==> src/motor_capture_timer_defs.svh <==
// Register map, field positions and reset values of the capture timer.
// Assumes byte-wide registers on a 3-bit register index.
`ifndef MOTOR_CAPTURE_TIMER_DEFS_SVH
`define MOTOR_CAPTURE_TIMER_DEFS_SVH

// ----------------------------------------------------------------
// Register indices
// ----------------------------------------------------------------
`define ADDR_TIMER_CONTROL_0   3'h0
`define ADDR_TIMER_CONTROL_1   3'h1
`define ADDR_COUNTER_LOW_BYTE  3'h2
`define ADDR_COUNTER_HIGH_BYTE 3'h3
`define ADDR_COMPARE_LOW_BYTE  3'h4
`define ADDR_COMPARE_HIGH_BYTE 3'h5
`define ADDR_CAPTURE_LOW_BYTE  3'h6
`define ADDR_CAPTURE_HIGH_BYTE 3'h7

// ----------------------------------------------------------------
// timer_control_0 fields
// ----------------------------------------------------------------
`define BIT_COUNTER_PAUSE      7
`define MSB_COUNTER_CLOCK_SEL  6
`define LSB_COUNTER_CLOCK_SEL  4
`define BIT_TIMER_ON           3
`define MSB_CAPTURE_SOURCE_SEL 1
`define LSB_CAPTURE_SOURCE_SEL 0
`define CONTROL_0_WRITE_MASK   8'hfb

// ----------------------------------------------------------------
// timer_control_1 fields
// ----------------------------------------------------------------
`define MSB_CAPTURE_EDGE_SEL   7
`define LSB_CAPTURE_EDGE_SEL   6
`define BIT_CAPTURE_INPUT_EN   5
`define BIT_FILTER_SAMPLE_CNT  4
`define BIT_FILTER_CLOCK_SEL   3
`define BIT_FILTER_ENABLE      2
`define BIT_CAPTURE_AUTO_CLEAR 1
`define BIT_MATCH_AUTO_CLEAR   0

// ----------------------------------------------------------------
// Codes, reset values and timing
// ----------------------------------------------------------------
`define CLOCK_SEL_PWM          3'h0
`define EDGE_RISING            2'h1
`define EDGE_FALLING           2'h2
`define EDGE_BOTH              2'h3
`define REG_RESET_VALUE        8'h00
`define COUNTER_MAX            16'hffff
`define FILTER_SLOW_PHASE      2'h3

`endif

==> src/motor_capture_timer_pkg.sv <==
// Types of the capture timer: the whole register state as one struct.
// Assumes the constants header is included by the design file.
package motor_capture_timer_pkg;

    typedef struct packed {
        logic [7:0]  ctl0;
        logic [7:0]  ctl1;
        logic [15:0] cnt;
        logic [15:0] cmp;
        logic [15:0] cap;
        logic [4:0]  sync1;
        logic [4:0]  sync2;
        logic        pwm_prev;
        logic [6:0]  presc;
        logic [1:0]  fdiv;
        logic [2:0]  fhist;
        logic        flevel;
        logic        cond_prev;
        logic [7:0]  rdata;
        logic        match;
        logic        ovf;
    } state_s;

endpackage

==> src/motor_capture_timer.sv <==
// Capture/compare timer for motor control with byte register port.
// Assumes async Hall, capture pin and PWM period inputs; one clock.
//
// Behaviour
// - 16-bit up-counter compared against compare value
// - Clock select: PWM period or sysclk/2..128
// - Pause holds count except on capture auto-clear; resume from held value
// - timer_on rise clears, fall stops and holds
// - Capture source: Hall A, B, C, pin
// - Edge select: off, rising, falling, both
// - Capture only while capture input enabled
// - Filter needs 2 or 4 equal samples
// - Filter samples at sysclk or sysclk/4
// - Filter active only when on and enabled
// - Valid capture edge copies counter to capture
// - Capture auto-clear zeroes counter after copy while timer on
// - Match auto-clear zeroes counter on match
// - Compare value zero still matches
// - Counter, capture read-only; compare read/write
// - Control 0 bit 2 reads zero
// - Controls and counter reset to zero
// - Match sets compare match flag
// - Overflow sets overflow flag
//
// Implementation choices: strobed register access and the address map.
`timescale 1ns/1ps
`include "motor_capture_timer_defs.svh"

module motor_capture_timer (
    // Clock and reset
    input  wire logic       clk,
    input  wire logic       rst_n,
    // Register port
    input  wire logic [2:0] addr,
    input  wire logic [7:0] wdata,
    input  wire logic       wr_en,
    input  wire logic       rd_en,
    output logic      [7:0] rdata,
    // Capture and clock sources
    input  wire logic       hall_a_filtered,
    input  wire logic       hall_b_filtered,
    input  wire logic       hall_c_filtered,
    input  wire logic       capture_pin_input,
    input  wire logic       pwm_period_signal,
    // Event pulses
    output logic            compare_match_flag,
    output logic            overflow_flag
);

    // ----------------------------------------------------------------
    // State
    // ----------------------------------------------------------------
    motor_capture_timer_pkg::state_s q;
    motor_capture_timer_pkg::state_s d;

    logic       timer_on;
    logic       pause;
    logic [2:0] clk_sel;
    logic [1:0] src_sel;
    logic [1:0] edge_sel;
    logic       cap_en;
    logic       filt_four;
    logic       filt_slow;
    logic       filt_en;
    logic       cap_auto;
    logic       match_auto;
    logic       tick;
    logic       run;
    logic       cap_evt;
    logic       match_evt;
    logic       clr;
    logic       ctl0_wr;
    logic       on_rise;
    logic       src_now;

    assign timer_on   = q.ctl0[`BIT_TIMER_ON];
    assign pause      = q.ctl0[`BIT_COUNTER_PAUSE];
    assign clk_sel    = q.ctl0[`MSB_COUNTER_CLOCK_SEL:`LSB_COUNTER_CLOCK_SEL];
    assign src_sel    = q.ctl0[`MSB_CAPTURE_SOURCE_SEL:`LSB_CAPTURE_SOURCE_SEL];
    assign edge_sel   = q.ctl1[`MSB_CAPTURE_EDGE_SEL:`LSB_CAPTURE_EDGE_SEL];
    assign cap_en     = q.ctl1[`BIT_CAPTURE_INPUT_EN];
    assign filt_four  = q.ctl1[`BIT_FILTER_SAMPLE_CNT];
    assign filt_slow  = q.ctl1[`BIT_FILTER_CLOCK_SEL];
    assign filt_en    = q.ctl1[`BIT_FILTER_ENABLE];
    assign cap_auto   = q.ctl1[`BIT_CAPTURE_AUTO_CLEAR];
    assign match_auto = q.ctl1[`BIT_MATCH_AUTO_CLEAR];
    assign src_now    = q.sync2[src_sel];

    // ----------------------------------------------------------------
    // Next-state logic
    // ----------------------------------------------------------------
    always_comb begin
        logic [7:0] mask;
        logic       raw;
        logic       samp;
        logic       agree;
        logic       cond;
        logic       rise;
        logic       fall;
        logic [7:0] rd;
        mask  = 8'h00;
        raw   = 1'b0;
        samp  = 1'b0;
        agree = 1'b0;
        cond  = 1'b0;
        rise  = 1'b0;
        fall  = 1'b0;
        rd    = 8'h00;
        d     = q;

        // Two-flop synchronisers; only sync2 feeds logic
        d.sync1 = {pwm_period_signal, capture_pin_input,
                   hall_c_filtered, hall_b_filtered, hall_a_filtered};
        d.sync2 = q.sync1;
        d.pwm_prev = q.sync2[4];

        // Free-running prescaler; divide by 2^k ticks on low k bits all ones
        d.presc = q.presc + 7'h1;
        mask = (8'h01 << clk_sel) - 8'h01;
        if (clk_sel == `CLOCK_SEL_PWM) begin
            tick = q.sync2[4] & ~q.pwm_prev;
        end else begin
            tick = (({1'b0, q.presc} & mask) == mask);
        end

        // Source mux
        raw = q.sync2[src_sel];

        // Noise filter: level accepted after 2 or 4 equal samples
        d.fdiv = q.fdiv + 2'h1;
        samp = filt_slow ? (q.fdiv == `FILTER_SLOW_PHASE) : 1'b1;
        agree = filt_four ? (q.fhist == {3{raw}}) : (q.fhist[0] == raw);
        if (samp) begin
            d.fhist = {q.fhist[1:0], raw};
            if (agree) begin
                d.flevel = raw;
            end
        end
        // Bypass unless timer on and filter enabled
        cond = (timer_on & filt_en) ? q.flevel : raw;

        // Edge detect on conditioned signal, one event per edge
        d.cond_prev = cond;
        rise = cond & ~q.cond_prev;
        fall = ~cond & q.cond_prev;
        cap_evt = cap_en & (((edge_sel == `EDGE_RISING) & rise) |
                            ((edge_sel == `EDGE_FALLING) & fall) |
                            ((edge_sel == `EDGE_BOTH) & (rise | fall)));
        if (cap_evt) begin
            d.cap = q.cnt;
        end

        // Counting, compare and overflow
        run = timer_on & ~pause;
        // Equality checked on the counting tick, so zero also matches
        match_evt = run & tick & (q.cnt == q.cmp);
        clr = timer_on & ((cap_evt & cap_auto) | (match_evt & match_auto));
        d.match = match_evt;
        d.ovf = run & tick & (q.cnt == `COUNTER_MAX) & ~clr;
        if (clr) begin
            d.cnt = 16'h0000;
        end else if (run & tick) begin
            d.cnt = q.cnt + 16'h0001;
        end

        // Register writes; counter and capture are not writable
        ctl0_wr = wr_en & (addr == `ADDR_TIMER_CONTROL_0);
        on_rise = ctl0_wr & ~timer_on & wdata[`BIT_TIMER_ON];
        if (wr_en) begin
            case (addr)
                `ADDR_TIMER_CONTROL_0:   d.ctl0 = wdata & `CONTROL_0_WRITE_MASK;
                `ADDR_TIMER_CONTROL_1:   d.ctl1 = wdata;
                `ADDR_COMPARE_LOW_BYTE:  d.cmp[7:0] = wdata;
                `ADDR_COMPARE_HIGH_BYTE: d.cmp[15:8] = wdata;
                default: ;
            endcase
        end
        if (on_rise) begin
            d.cnt = 16'h0000;
        end

        // Read data valid only in the cycle after the strobe
        case (addr)
            `ADDR_TIMER_CONTROL_0:   rd = q.ctl0;
            `ADDR_TIMER_CONTROL_1:   rd = q.ctl1;
            `ADDR_COUNTER_LOW_BYTE:  rd = q.cnt[7:0];
            `ADDR_COUNTER_HIGH_BYTE: rd = q.cnt[15:8];
            `ADDR_COMPARE_LOW_BYTE:  rd = q.cmp[7:0];
            `ADDR_COMPARE_HIGH_BYTE: rd = q.cmp[15:8];
            `ADDR_CAPTURE_LOW_BYTE:  rd = q.cap[7:0];
            `ADDR_CAPTURE_HIGH_BYTE: rd = q.cap[15:8];
            default:                 rd = 8'h00;
        endcase
        d.rdata = rd_en ? rd : 8'h00;
    end

    // ----------------------------------------------------------------
    // State register
    // ----------------------------------------------------------------
    // All state resets to zero, timer off and capture disabled
    always_ff @(posedge clk) begin
        if (!rst_n) begin
            q <= '0;
        end else begin
            q <= d;
        end
    end

    assign rdata              = q.rdata;
    assign compare_match_flag = q.match;
    assign overflow_flag      = q.ovf;
endmodule

==> config.mk <==
export PLATFORM = sky130hd
export DESIGN_NAME = motor_capture_timer
export DESIGN_NICKNAME = d
export VERILOG_FILES = /design/src/motor_capture_timer_pkg.sv /design/src/motor_capture_timer.sv
export VERILOG_INCLUDE_DIRS = /design/src /design/src/src
export SDC_FILE = /design/constraint.sdc
export NUM_CORES = 1
export LEC_CHECK = 0
export ABC_AREA = 1
export BUFFER_PORTS_ARGS = -buffer_cell sky130_fd_sc_hd__buf_2
export CELL_PAD_IN_SITES_DETAIL_PLACEMENT = 1
export CELL_PAD_IN_SITES_GLOBAL_PLACEMENT = 2
export CORE_MARGIN = 5
export CORE_UTILIZATION = 33
export CTS_BUF_LIST = sky130_fd_sc_hd__clkbuf_2 sky130_fd_sc_hd__clkbuf_4 sky130_fd_sc_hd__clkbuf_8
export DETAILED_ROUTE_END_ITERATION = 16
export PLACE_DENSITY = 0.8
export RECOVER_POWER = 25
export SYNTH_ARGS = -nofsm -noshare
export SYNTH_HDL_FRONTEND = slang
export SYNTH_SLANG_ARGS = --single-unit
export TNS_END_PERCENT = 20
==> constraint.sdc <==
create_clock -name clk -period 1.9 [get_ports clk]
set_input_delay 0 -clock clk [delete_from_list [all_inputs] [get_ports clk]]
set_output_delay 0 -clock clk [all_outputs]
set_load 0.01 [all_outputs]
==> results of run 1 <==
==> routing by layer <==
layer | global-route usage | routed length [um] | vias up | part of all wire
li1 | - | - | 2219 | -
met1 | 0.257 | 7180 | 2149 | 0.47
met2 | 0.308 | 7300 | 66 | 0.47
met3 | 0.0462 | 709 | 17 | 0.046
met4 | 0.0465 | 238 | 0 | 0.015
met5 | 0 | 0 | - | 0
==> final timing paths <==
kind	start	cells past startpoint	slack (ns)	to
setup / recovery	clk_sel[0]	14	-0.07	q[72]
setup reg to reg	clk_sel[0]	14	-0.07	q[72]
hold / removal	addr[1]	4	0.05	rdata[0]
hold reg to reg	d[29]	2	0.43	d[24]
==> kinds of logic after synthesis <==
| group | count (synthesis) | share of synthesized area |
|---|---|---|
| xor+xnor | 27 | 0.0502 |
| fa+ha+maj | 6 | 0.0159 |
| flops | 98 | 0.416 |
| compound gates | 153 | 0.177 |
| simple gates | 217 | 0.219 |
| buf+inv | 137 | 0.122 |
==> worst register-to-register path, stage by stage, from the launching register on <==
cell	delay, ns
dfxtp_4	0.38
nor2_4	0.12
nand2_2	0.08
ha_4	0.23
or2_4	0.22
nand3_2	0.07
nor2_2	0.04
nand2_2	0.12
nand2_4	0.09
nand4_4	0.07
nand2_2	0.06
nand2_4	0.07
nand3_4	0.10
buf_12	0.18
nor2_4	0.08
==> cell type report <==
cell class	instances	area share
Multi-Input combinational cell	403	0.400
Clock inverter	6	0.0159
Sequential cell	98	0.329
Clock buffer	10	0.0219
Tap cell	180	0.0376
Timing Repair Buffer	94	0.127
Inverter	110	0.0689
==> Yosys cell counts (all sizes together) <==
cell type / instances
o21ai: 61
nor4: 4
o22ai: 22
nand2: 95
clkbuf: 15
a2111oi: 5
a311oi: 1
a211oi: 1
nor3: 7
dfxtp: 98
o221ai: 1
xor2: 14
a31oi: 5
ha: 6
nand3b: 1
nand4: 7
o211ai: 1
or2: 2
nor2: 69
clkinv: 1
buf: 12
a21oi: 56
and3: 1
inv: 109
xnor2: 13
nand3: 31
==> stage by stage <==
stage	utilization	TNS (ns)
global route	0.430	-3.21
global placement	0.380	-0.0427
floorplan	-	0
CTS	0.418	-1.67
detailed placement	0.380	-2.37
finish	0.430	-0.950
==> what timing repair did <==
action / 4_1_cts / 5_1_grt
pin swaps: 11 / 14
endpoints found under the setup margin: 34 / 37
setup buffers: 1 / 3
gates cloned: 0 / 1
resized for setup: 21 / 38
endpoints found under the hold margin: 43 / 0
hold buffers: 22 / 0
==> flip-flops by register name, summed over array words and instances (netlist names) <==
signal and flops:
q 70, rdata 8, d 6, clk_sel 3, edge_sel 2, cap_auto 1, cap_en 1, compare_match_flag 1
filt_en 1, filt_four 1, filt_slow 1, match_auto 1, overflow_flag 1, pause 1
==> power breakdown <==
part	leakage, nW	internal, mW	switching (mW)
Sequential	0.798	2.10	0.0342
Clock	0.115	0.773	0.799
Combinational	1.34	0.178	0.267
==> results.md, run 1 <==
* Outcome: finished with violations
* Failing checks: negative setup slack
* Sequential cell area at 1970 um2
* Clock Root Buffer: clkbuf_8
* First-pass GRT wire length at 24.6 mm
* Fin cells at 901
* Cts bufs inserted at 9
* Die Footprint at 16800 um2
* Area grow syn2layout at 27.2%
* Drt drc at 0
* CP Max Fanout at 8
* Synth Instances at 638
* Final setup vio count at 17
* RSZ-0062 raised after global routing: yes
* Final period util at 1.04
* Clock transition at path regs at 0.10 ns
* Via count at 4451
* Number of global-route vias before repair at 4595
* # IOs at 30
* Register area share after synthesis at 0.416
* Multi-input gate area at 2400 um2
* Final Slew Violations at 0
* Worst min path class: in -> reg
* Netlist cell types at 38
* TritonRoute pass-1 iters at 4
* Worst-skew pair later-pin latency at 0.39 ns
* Fmax at 508 MHz
* Grt ovf at 0
* Max_slew headroom at 0.568
* Startpoint types: flop
* Critical path class: reg -> reg
* Crit path time final at 1.97 ns
* Worst slew pin tran at 0.631 ns
* Arr. time, crit path at 2.30 ns
* Post-DP Area at 5300 um2
* Max Cap Viol at 0
* CP Buf/Inv Count at 1
* Crit path cell chain: nor2_4, nand2_2, ha_4, or2_4, nand3_2, nor2_2, nand2_2, nand2_4, nand4_4, nand2_2, nand2_4, nand3_4, buf_12, nor2_4
* Layout Skew at 0.0122 ns
* VDD IR max at 451 uV
* # port buffers at 29
* Number of diodes at 0
* Crit-path leading delay family: simple AND/OR/NAND/NOR gates
* CP required at 2.23 ns
* Delay of the slowest critical-path stage at 0.38 ns
* TritonCTS clock tree: done
* Setup WS pre-CTS at -0.140 ns
* Commonest non-fill, non-tap cell in the layout: inv_1
* #FFs+latches synth at 98
* Critical Path Sink Type: flop
* Routed Antenna Nets at 0
* Post-Syn Area per Cell at 7.39 um2
* Post-route cell area at 5990 um2
* Core area at 13900 um2
* Core Rows at 43
* Bufs on Longest Clock Path at 2
* Hold_ws at 0.0470 ns
* Ys Warns at 0
* Largest net degree at the start of global routing at 52
* Fill cells at 1755
* Final hold vios at 0
* Total wire length at 15.4 mm
* Cells after DPL at 858
* Die H at 129 um
* Top cell type's share of synthesized area at 0.416
* Worst setup margin at -0.0693 ns
* Htree depth at 3
* Leak Pwr at 2.25 nW
* Die Wd at 129 um
* Clock Sink Count at 98
* Post-synth net total at 664
* Starting Density at 0.338
* Most frequent cells in the layout: inv_1, dfxtp_1, nand2_1
* Routability cong. at 0.902
* Crit-path slowest cell: dfxtp_4
* GR Util All Layers at 0.190
* Power per cell area at 693 nW/um2
* Synth Cell Area at 4710 um2
* Dpl hpwl at 11.7 mm
* Tot Pwr at 4.15 mW
* Iteration-0 DRC count of the detailed router at 223
* Cell taking the most area after synthesis: dfxtp_1
* Top post-synthesis cells by area: dfxtp_1, inv_1, nand2_1
* DR vias/cell at 4.94
* Drt wl/cell at 17.1 um
* Final #Nets at 742
* Initial antenna violation count at 0
* Layout cells sized above 1 at 0.202
* CP most frequent cell: nand2_2
(Power assumes the default switching activity.)
==> run 2, diff against run 1 <==
--- a/config.mk
+++ b/config.mk
@@ -16,6 +16,7 @@
 export DETAILED_ROUTE_END_ITERATION = 16
 export PLACE_DENSITY = 0.8
 export RECOVER_POWER = 25
+export SETUP_SLACK_MARGIN = 0.15
 export SYNTH_ARGS = -nofsm -noshare
 export SYNTH_HDL_FRONTEND = slang
 export SYNTH_SLANG_ARGS = --single-unit
==> run 2 against run 1 <==
Compared with the run above:
- the flow still finishes with violations (negative setup slack)
- clock power fell by 15%
- first-iteration DRC count rose by 23%
- clock-buffer cell count did not move
- routed wire length rose by 0.40%
- critical endpoint is now q[67]
- largest cell class unchanged
- largest power group unchanged
==> results.md, run 2 (synthesis gave the netlist of run 1 again) <==
* Fmax at 510 MHz
* R2R setup slack at -0.06 ns
* Core Rows at 43
* Final period util at 1.03
* DR vias/cell at 5.05
* Worst-skew pair later-pin latency at 0.39 ns
* Htree depth at 3
* Sw Share at 0.284
* GR Util All Layers at 0.184
* Die Footprint at 16800 um2
* Number of diodes at 0
* Largest register FFs at 70
* Final setup vio count at 17
* End of the worst hold path: rdata[5]
* Bufs on Longest Clock Path at 2
* Outcome: finished with violations
* Via count at 4548
* Routability cong. at 0.872
* First-pass GRT wire length at 23.9 mm
* Max_slew headroom at 0.573
* Reg2reg path depth at 14
* Die H at 129 um
* Layout cells sized above 1 at 0.193
* Worst slew pin tran at 0.625 ns
* Worst min path class: in -> reg
* Clock Root Buffer: clkbuf_8
* Max Cap Viol at 0
* Area grow syn2layout at 26.7%
* Crit path time final at 1.96 ns
* Final hold vios at 0
* Post-DP Area at 5310 um2
* P_int at 2.81 mW
* Leak Pwr at 2.23 nW
* Logic gate share of total power at 0.115
* Routed Antenna Nets at 0
* Flop pwr share at 0.544
* Starting Density at 0.338
* R2R Path Start: clk_sel[1]
* Drt drc at 0
* TritonCTS clock tree: done
* Sequential cell area at 1970 um2
* Crit. Startpoint: clk_sel[1]
* Most frequent cells in the layout: inv_1, dfxtp_1, nand2_1
* R2R Path End: q[67]
* Total wire length at 15.5 mm
* Largest net degree at the start of global routing at 52
* Hold Startpoint: addr[0]
* VDD IR max at 411 uV
* Startpoint types: flop
* Clock Power Share at 0.341
* RSZ-0062 raised after global routing: yes
* Commonest non-fill, non-tap cell in the layout: inv_1
* Critical Path Sink Type: flop
* # IOs at 30
* Switch Pwr at 1.12 mW
* Clock transition at path regs at 0.10 ns
* Fill cells at 1726
* Grt ovf at 0
* Drt wl/cell at 17.2 um
* Dpl hpwl at 11.4 mm
* Worst hold path depth at 4
* Failing checks: negative setup slack
* Power per cell area at 658 nW/um2
* Clock Sink Count at 98
* Initial antenna violation count at 0
* Largest Register: q
* CP Max Fanout at 7
* # port buffers at 29
* Multi-input gate area at 2390 um2
* Core area at 13900 um2
* TritonRoute pass-1 iters at 4
* Iteration-0 DRC count of the detailed router at 274
* Number of global-route vias before repair at 4511
* Worst setup margin at -0.0622 ns
* Final #Nets at 742
* Final Slew Violations at 0
* Critical path class: reg -> reg
* Cts bufs inserted at 9
* Die Wd at 129 um
* Arr. time, crit path at 2.30 ns
* Layout Skew at 0.00745 ns
* Post-route cell area at 5970 um2
* CP required at 2.24 ns
* Util after Layout at 0.428
[run 2: timing repair]
| action | 4_1_cts | 5_1_grt |
|---|---|---|
| gates cloned | 0 | 3 |
| pin swaps | 0 | 9 |
| setup endpoints to repair | 34 | 34 |
| hold endpoints to repair | 40 | 0 |
| hold buffers | 21 | 0 |
| setup buffers | 1 | 2 |
| resized for setup | 9 | 36 |
[run 2: area by class of cell]
cell class / count / share of cell area
multi-input cells: 403 / 0.400
clock inverters: 6 / 0.00817
inverters: 110 / 0.0696
well taps: 180 / 0.0377
flip-flops and latches: 98 / 0.330
clock buffers: 10 / 0.0231
repair buffers: 94 / 0.132
[run 2: layer usage]
| layer | GRT usage | routed length, um |
|---|---|---|
| met4 | 0.0361 | 178 |
| met3 | 0.0433 | 679 |
| met2 | 0.305 | 7420 |
| met5 | 0 | 0 |
| met1 | 0.246 | 7210 |
[run 2: critical path, stage by stage, from the launching register on]
cell and delay (ns):
dfxtp_4 0.37, nor2_4 0.14, nand2_4 0.07, ha_4 0.20, or2_4 0.22, nand3_2 0.06, nor2_2 0.04, nand2_2 0.12
nand2_4 0.09, nand4_4 0.06, nand2_2 0.07, nand2_4 0.07, nand3_4 0.12, buf_12 0.19, nor2_2 0.08
[run 2: worst max path at each step]
stage,depth (start not counted),to
2_1_floorplan,14,q[73]
5_1_grt,14,q[67]
4_1_cts,14,q[72]
6_report,14,q[67]
3_5_place_dp,13,q[72]
3_3_place_gp,14,q[72]
[run 2: power by group through the flow]
| stage | combinational, mW | clock (mW) | sequential (mW) |
|---|---|---|---|
| floorplan | 0.236 | 0 | 2.17 |
| global placement | 0.357 | 0 | 2.18 |
| detailed placement | 0.370 | 0 | 2.18 |
| CTS | 0.416 | 1.38 | 2.14 |
| global route | 0.500 | 1.46 | 2.14 |
| finish | 0.452 | 1.34 | 2.14 |
[run 2: per-stage QoR]
step	setup WS (ns)	std cells	power [mW]	setup TNS [ns]	hold slack (ns)
final	-0.0622	901	3.93	-0.761	0.0299
after floorplan	0.0489	638	2.41	0	0.0976
after detailed placement	-0.0474	858	2.55	-0.0969	0.190
after global routing	-0.180	901	4.10	-2.84	0.0158
after CTS	-0.0606	896	3.93	-0.394	0.00365
after global placement	0.0431	858	2.54	0	0.182
==> run 3, diff against run 2 <==
--- a/config.mk
+++ b/config.mk
@@ -7,13 +7,13 @@
 export NUM_CORES = 1
 export LEC_CHECK = 0
 export ABC_AREA = 1
-export BUFFER_PORTS_ARGS = -buffer_cell sky130_fd_sc_hd__buf_2
 export CELL_PAD_IN_SITES_DETAIL_PLACEMENT = 1
 export CELL_PAD_IN_SITES_GLOBAL_PLACEMENT = 2
 export CORE_MARGIN = 5
-export CORE_UTILIZATION = 33
+export CORE_UTILIZATION = 35
 export CTS_BUF_LIST = sky130_fd_sc_hd__clkbuf_2 sky130_fd_sc_hd__clkbuf_4 sky130_fd_sc_hd__clkbuf_8
 export DETAILED_ROUTE_END_ITERATION = 16
+export DONT_BUFFER_PORTS = 1
 export PLACE_DENSITY = 0.8
 export RECOVER_POWER = 25
 export SETUP_SLACK_MARGIN = 0.15
==> run 3 against run 2 <==
Compared with the run above:
- the flow still finishes with violations (negative setup slack)
- hold slack improved by 0.026 ns
- critical path depth fell by 3
- clock skew rose by 0.0036 ns
- clock-buffer cell count unchanged
- combinational power shrank 4.9%
- critical endpoint is now q[72]
- largest cell class unchanged
==> results.md, run 3 (synthesis gave the netlist of run 1 again) <==
* Die Wd at 126 um
* Post-route cell area at 5780 um2
* Final period util at 1.05
* Drt drc at 0
* Clock Sink Count at 98
* Critical Path Sink Type: flop
* Crit path cell chain: xnor2_1, nand2_1, nor2_1, nand2_1, nor2_1, nand4_4, nand2_2, nand2_2, nand3_4, buf_12, nor2_1
* Final hold vios at 0
* Outcome: finished with violations
* Max Cap Viol at 0
* Largest register FFs at 70
* Final #Nets at 705
* R2R Path End: q[72]
* Crit-path slowest cell: dfxtp_1
* Routability cong. at 0.886
* TritonRoute pass-1 iters at 4
* Worst-skew pair later-pin latency at 0.38 ns
* Routed Antenna Nets at 0
* # port buffers at 0
* Worst slew pin tran at 0.786 ns
* Leak Pwr at 2.11 nW
* Initial antenna violation count at 0
* # IOs at 30
* DR vias/cell at 5.10
* Power per cell area at 671 nW/um2
* End of the worst hold path: cap_en
* Via count at 4382
* Final setup vio count at 17
* CP Max Fanout at 8
* CP most frequent cell: nor2_1
* Reg2reg path depth at 11
* Layout cells sized above 1 at 0.181
* Layout Skew at 0.0111 ns
* Util after Layout at 0.437
* CP Buf/Inv Count at 1
* R2R setup slack at -0.09 ns
* Most frequent cells in the layout: inv_1, dfxtp_1, nand2_1
* Core area at 13200 um2
* Hold_ws at 0.0556 ns
* Die H at 126 um
* Clock Root Buffer: clkbuf_8
* Commonest non-fill, non-tap cell in the layout: inv_1
* Drt wl/cell at 17.8 um
* Max_slew headroom at 0.463
* Hold Startpoint: wr_en
* Cts bufs inserted at 9
* Iteration-0 DRC count of the detailed router at 235
* Worst setup margin at -0.0896 ns
* Cells after DPL at 818
* Largest Register: q
* VDD IR max at 486 uV
* Delay of the slowest critical-path stage at 0.52 ns
* Core Rows at 42
* Crit-path leading delay family: simple AND/OR/NAND/NOR gates
* Fmax at 503 MHz
* Clock transition at path regs at 0.10 ns
* Total wire length at 15.3 mm
* Number of global-route vias before repair at 4566
* Bufs on Longest Clock Path at 2
* Largest net degree at the start of global routing at 66
* Tot Pwr at 3.88 mW
* Fin cells at 860
* Htree depth at 3
* Area grow syn2layout at 22.8%
* GR Util All Layers at 0.197
* Grt ovf at 0
* Worst min path class: in -> reg
* Final Slew Violations at 0
* Arr. time, crit path at 2.27 ns
* Worst hold path depth at 2
* Critical path class: reg -> reg
* R2R Path Start: q[73]
* Post-DP Area at 5100 um2
* First-pass GRT wire length at 24.3 mm
* RSZ-0062 raised after global routing: yes
* Starting Density at 0.356
* Dpl hpwl at 11.3 mm
* CP required at 2.19 ns
* Crit path time final at 1.99 ns
* Failing checks: negative setup slack
* Startpoint types: flop
* TritonCTS clock tree: done
* Number of diodes at 0
* Die Footprint at 15900 um2
-- run 3: cell count changes in the layout (fill, tap and decap cells not counted), moves of 3 or more --
cell,delta
o21ai_2,+13
o21ai_0,-14
buf_4,-8
clkbuf_16,-3
buf_2,-18
nand3_1,-3
clkbuf_1,-11
o21ai_1,+3
-- run 3: what timing repair did --
action / 4_1_cts / 5_1_grt
endpoints found under the hold margin: 96 / 0
hold buffers: 25 / 0
pin swaps: 5 / 9
setup buffers: 1 / 0
gates resized for setup: 38 / 34
endpoints found under the setup margin: 34 / 38
-- run 3: metal layers --
layer | vias up | part of all wire | global-route usage
met5 | - | 0 | 0
met4 | 0 | 0.013 | 0.0543
met3 | 14 | 0.043 | 0.0461
met2 | 87 | 0.47 | 0.320
met1 | 2131 | 0.48 | 0.262
li1 | 2150 | - | -
-- run 3: final cells by class --
cell class	instances	area [um2]
clock buffers	10	138
inverters	110	415
clock inverters	6	48.8
flip-flops and latches	98	1970
well taps	176	220
multi-input cells	403	2430
fillers	1662	7460
repair buffers	57	561
-- run 3: worst max-delay path by stage --
| stage | slack [ns] | start | endpoint | cells after the start |
|---|---|---|---|---|
| 3_5_place_dp | -0.03 | clk_sel[1] | q[75] | 13 |
| 6_report | -0.09 | q[73] | q[72] | 11 |
| 4_1_cts | -0.08 | clk_sel[1] | q[72] | 13 |
| 5_1_grt | -0.14 | clk_sel[1] | q[72] | 13 |
| 2_1_floorplan | 0.05 | clk_sel[1] | q[73] | 14 |
| 3_3_place_gp | 0.05 | clk_sel[1] | q[72] | 14 |
-- run 3: power breakdown --
part / internal, mW / total, mW / switching, mW
Combinational: 0.169 / 0.430 / 0.262
Sequential: 2.10 / 2.14 / 0.0373
Clock: 0.526 / 1.31 / 0.788
Total: 2.80 / 3.88 / 1.09
-- run 3: worst reg2reg max path, delay by kind of cell (launching register included) --
family / cells / cell delay (ns)
AND/OR/NAND/NOR: 9 / 1.06
flip-flops: 1 / 0.52
XOR/XNOR: 1 / 0.16
buffers and inverters: 1 / 0.16
-- run 3: per-stage QoR --
step	setup TNS [ns]	setup slack, ns
6_report	-1.03	-0.0896
4_1_cts	-0.698	-0.0774
5_1_grt	-1.98	-0.139
2_1_floorplan	0	0.0489
3_3_place_gp	0	0.0489
3_5_place_dp	-0.0636	-0.0334
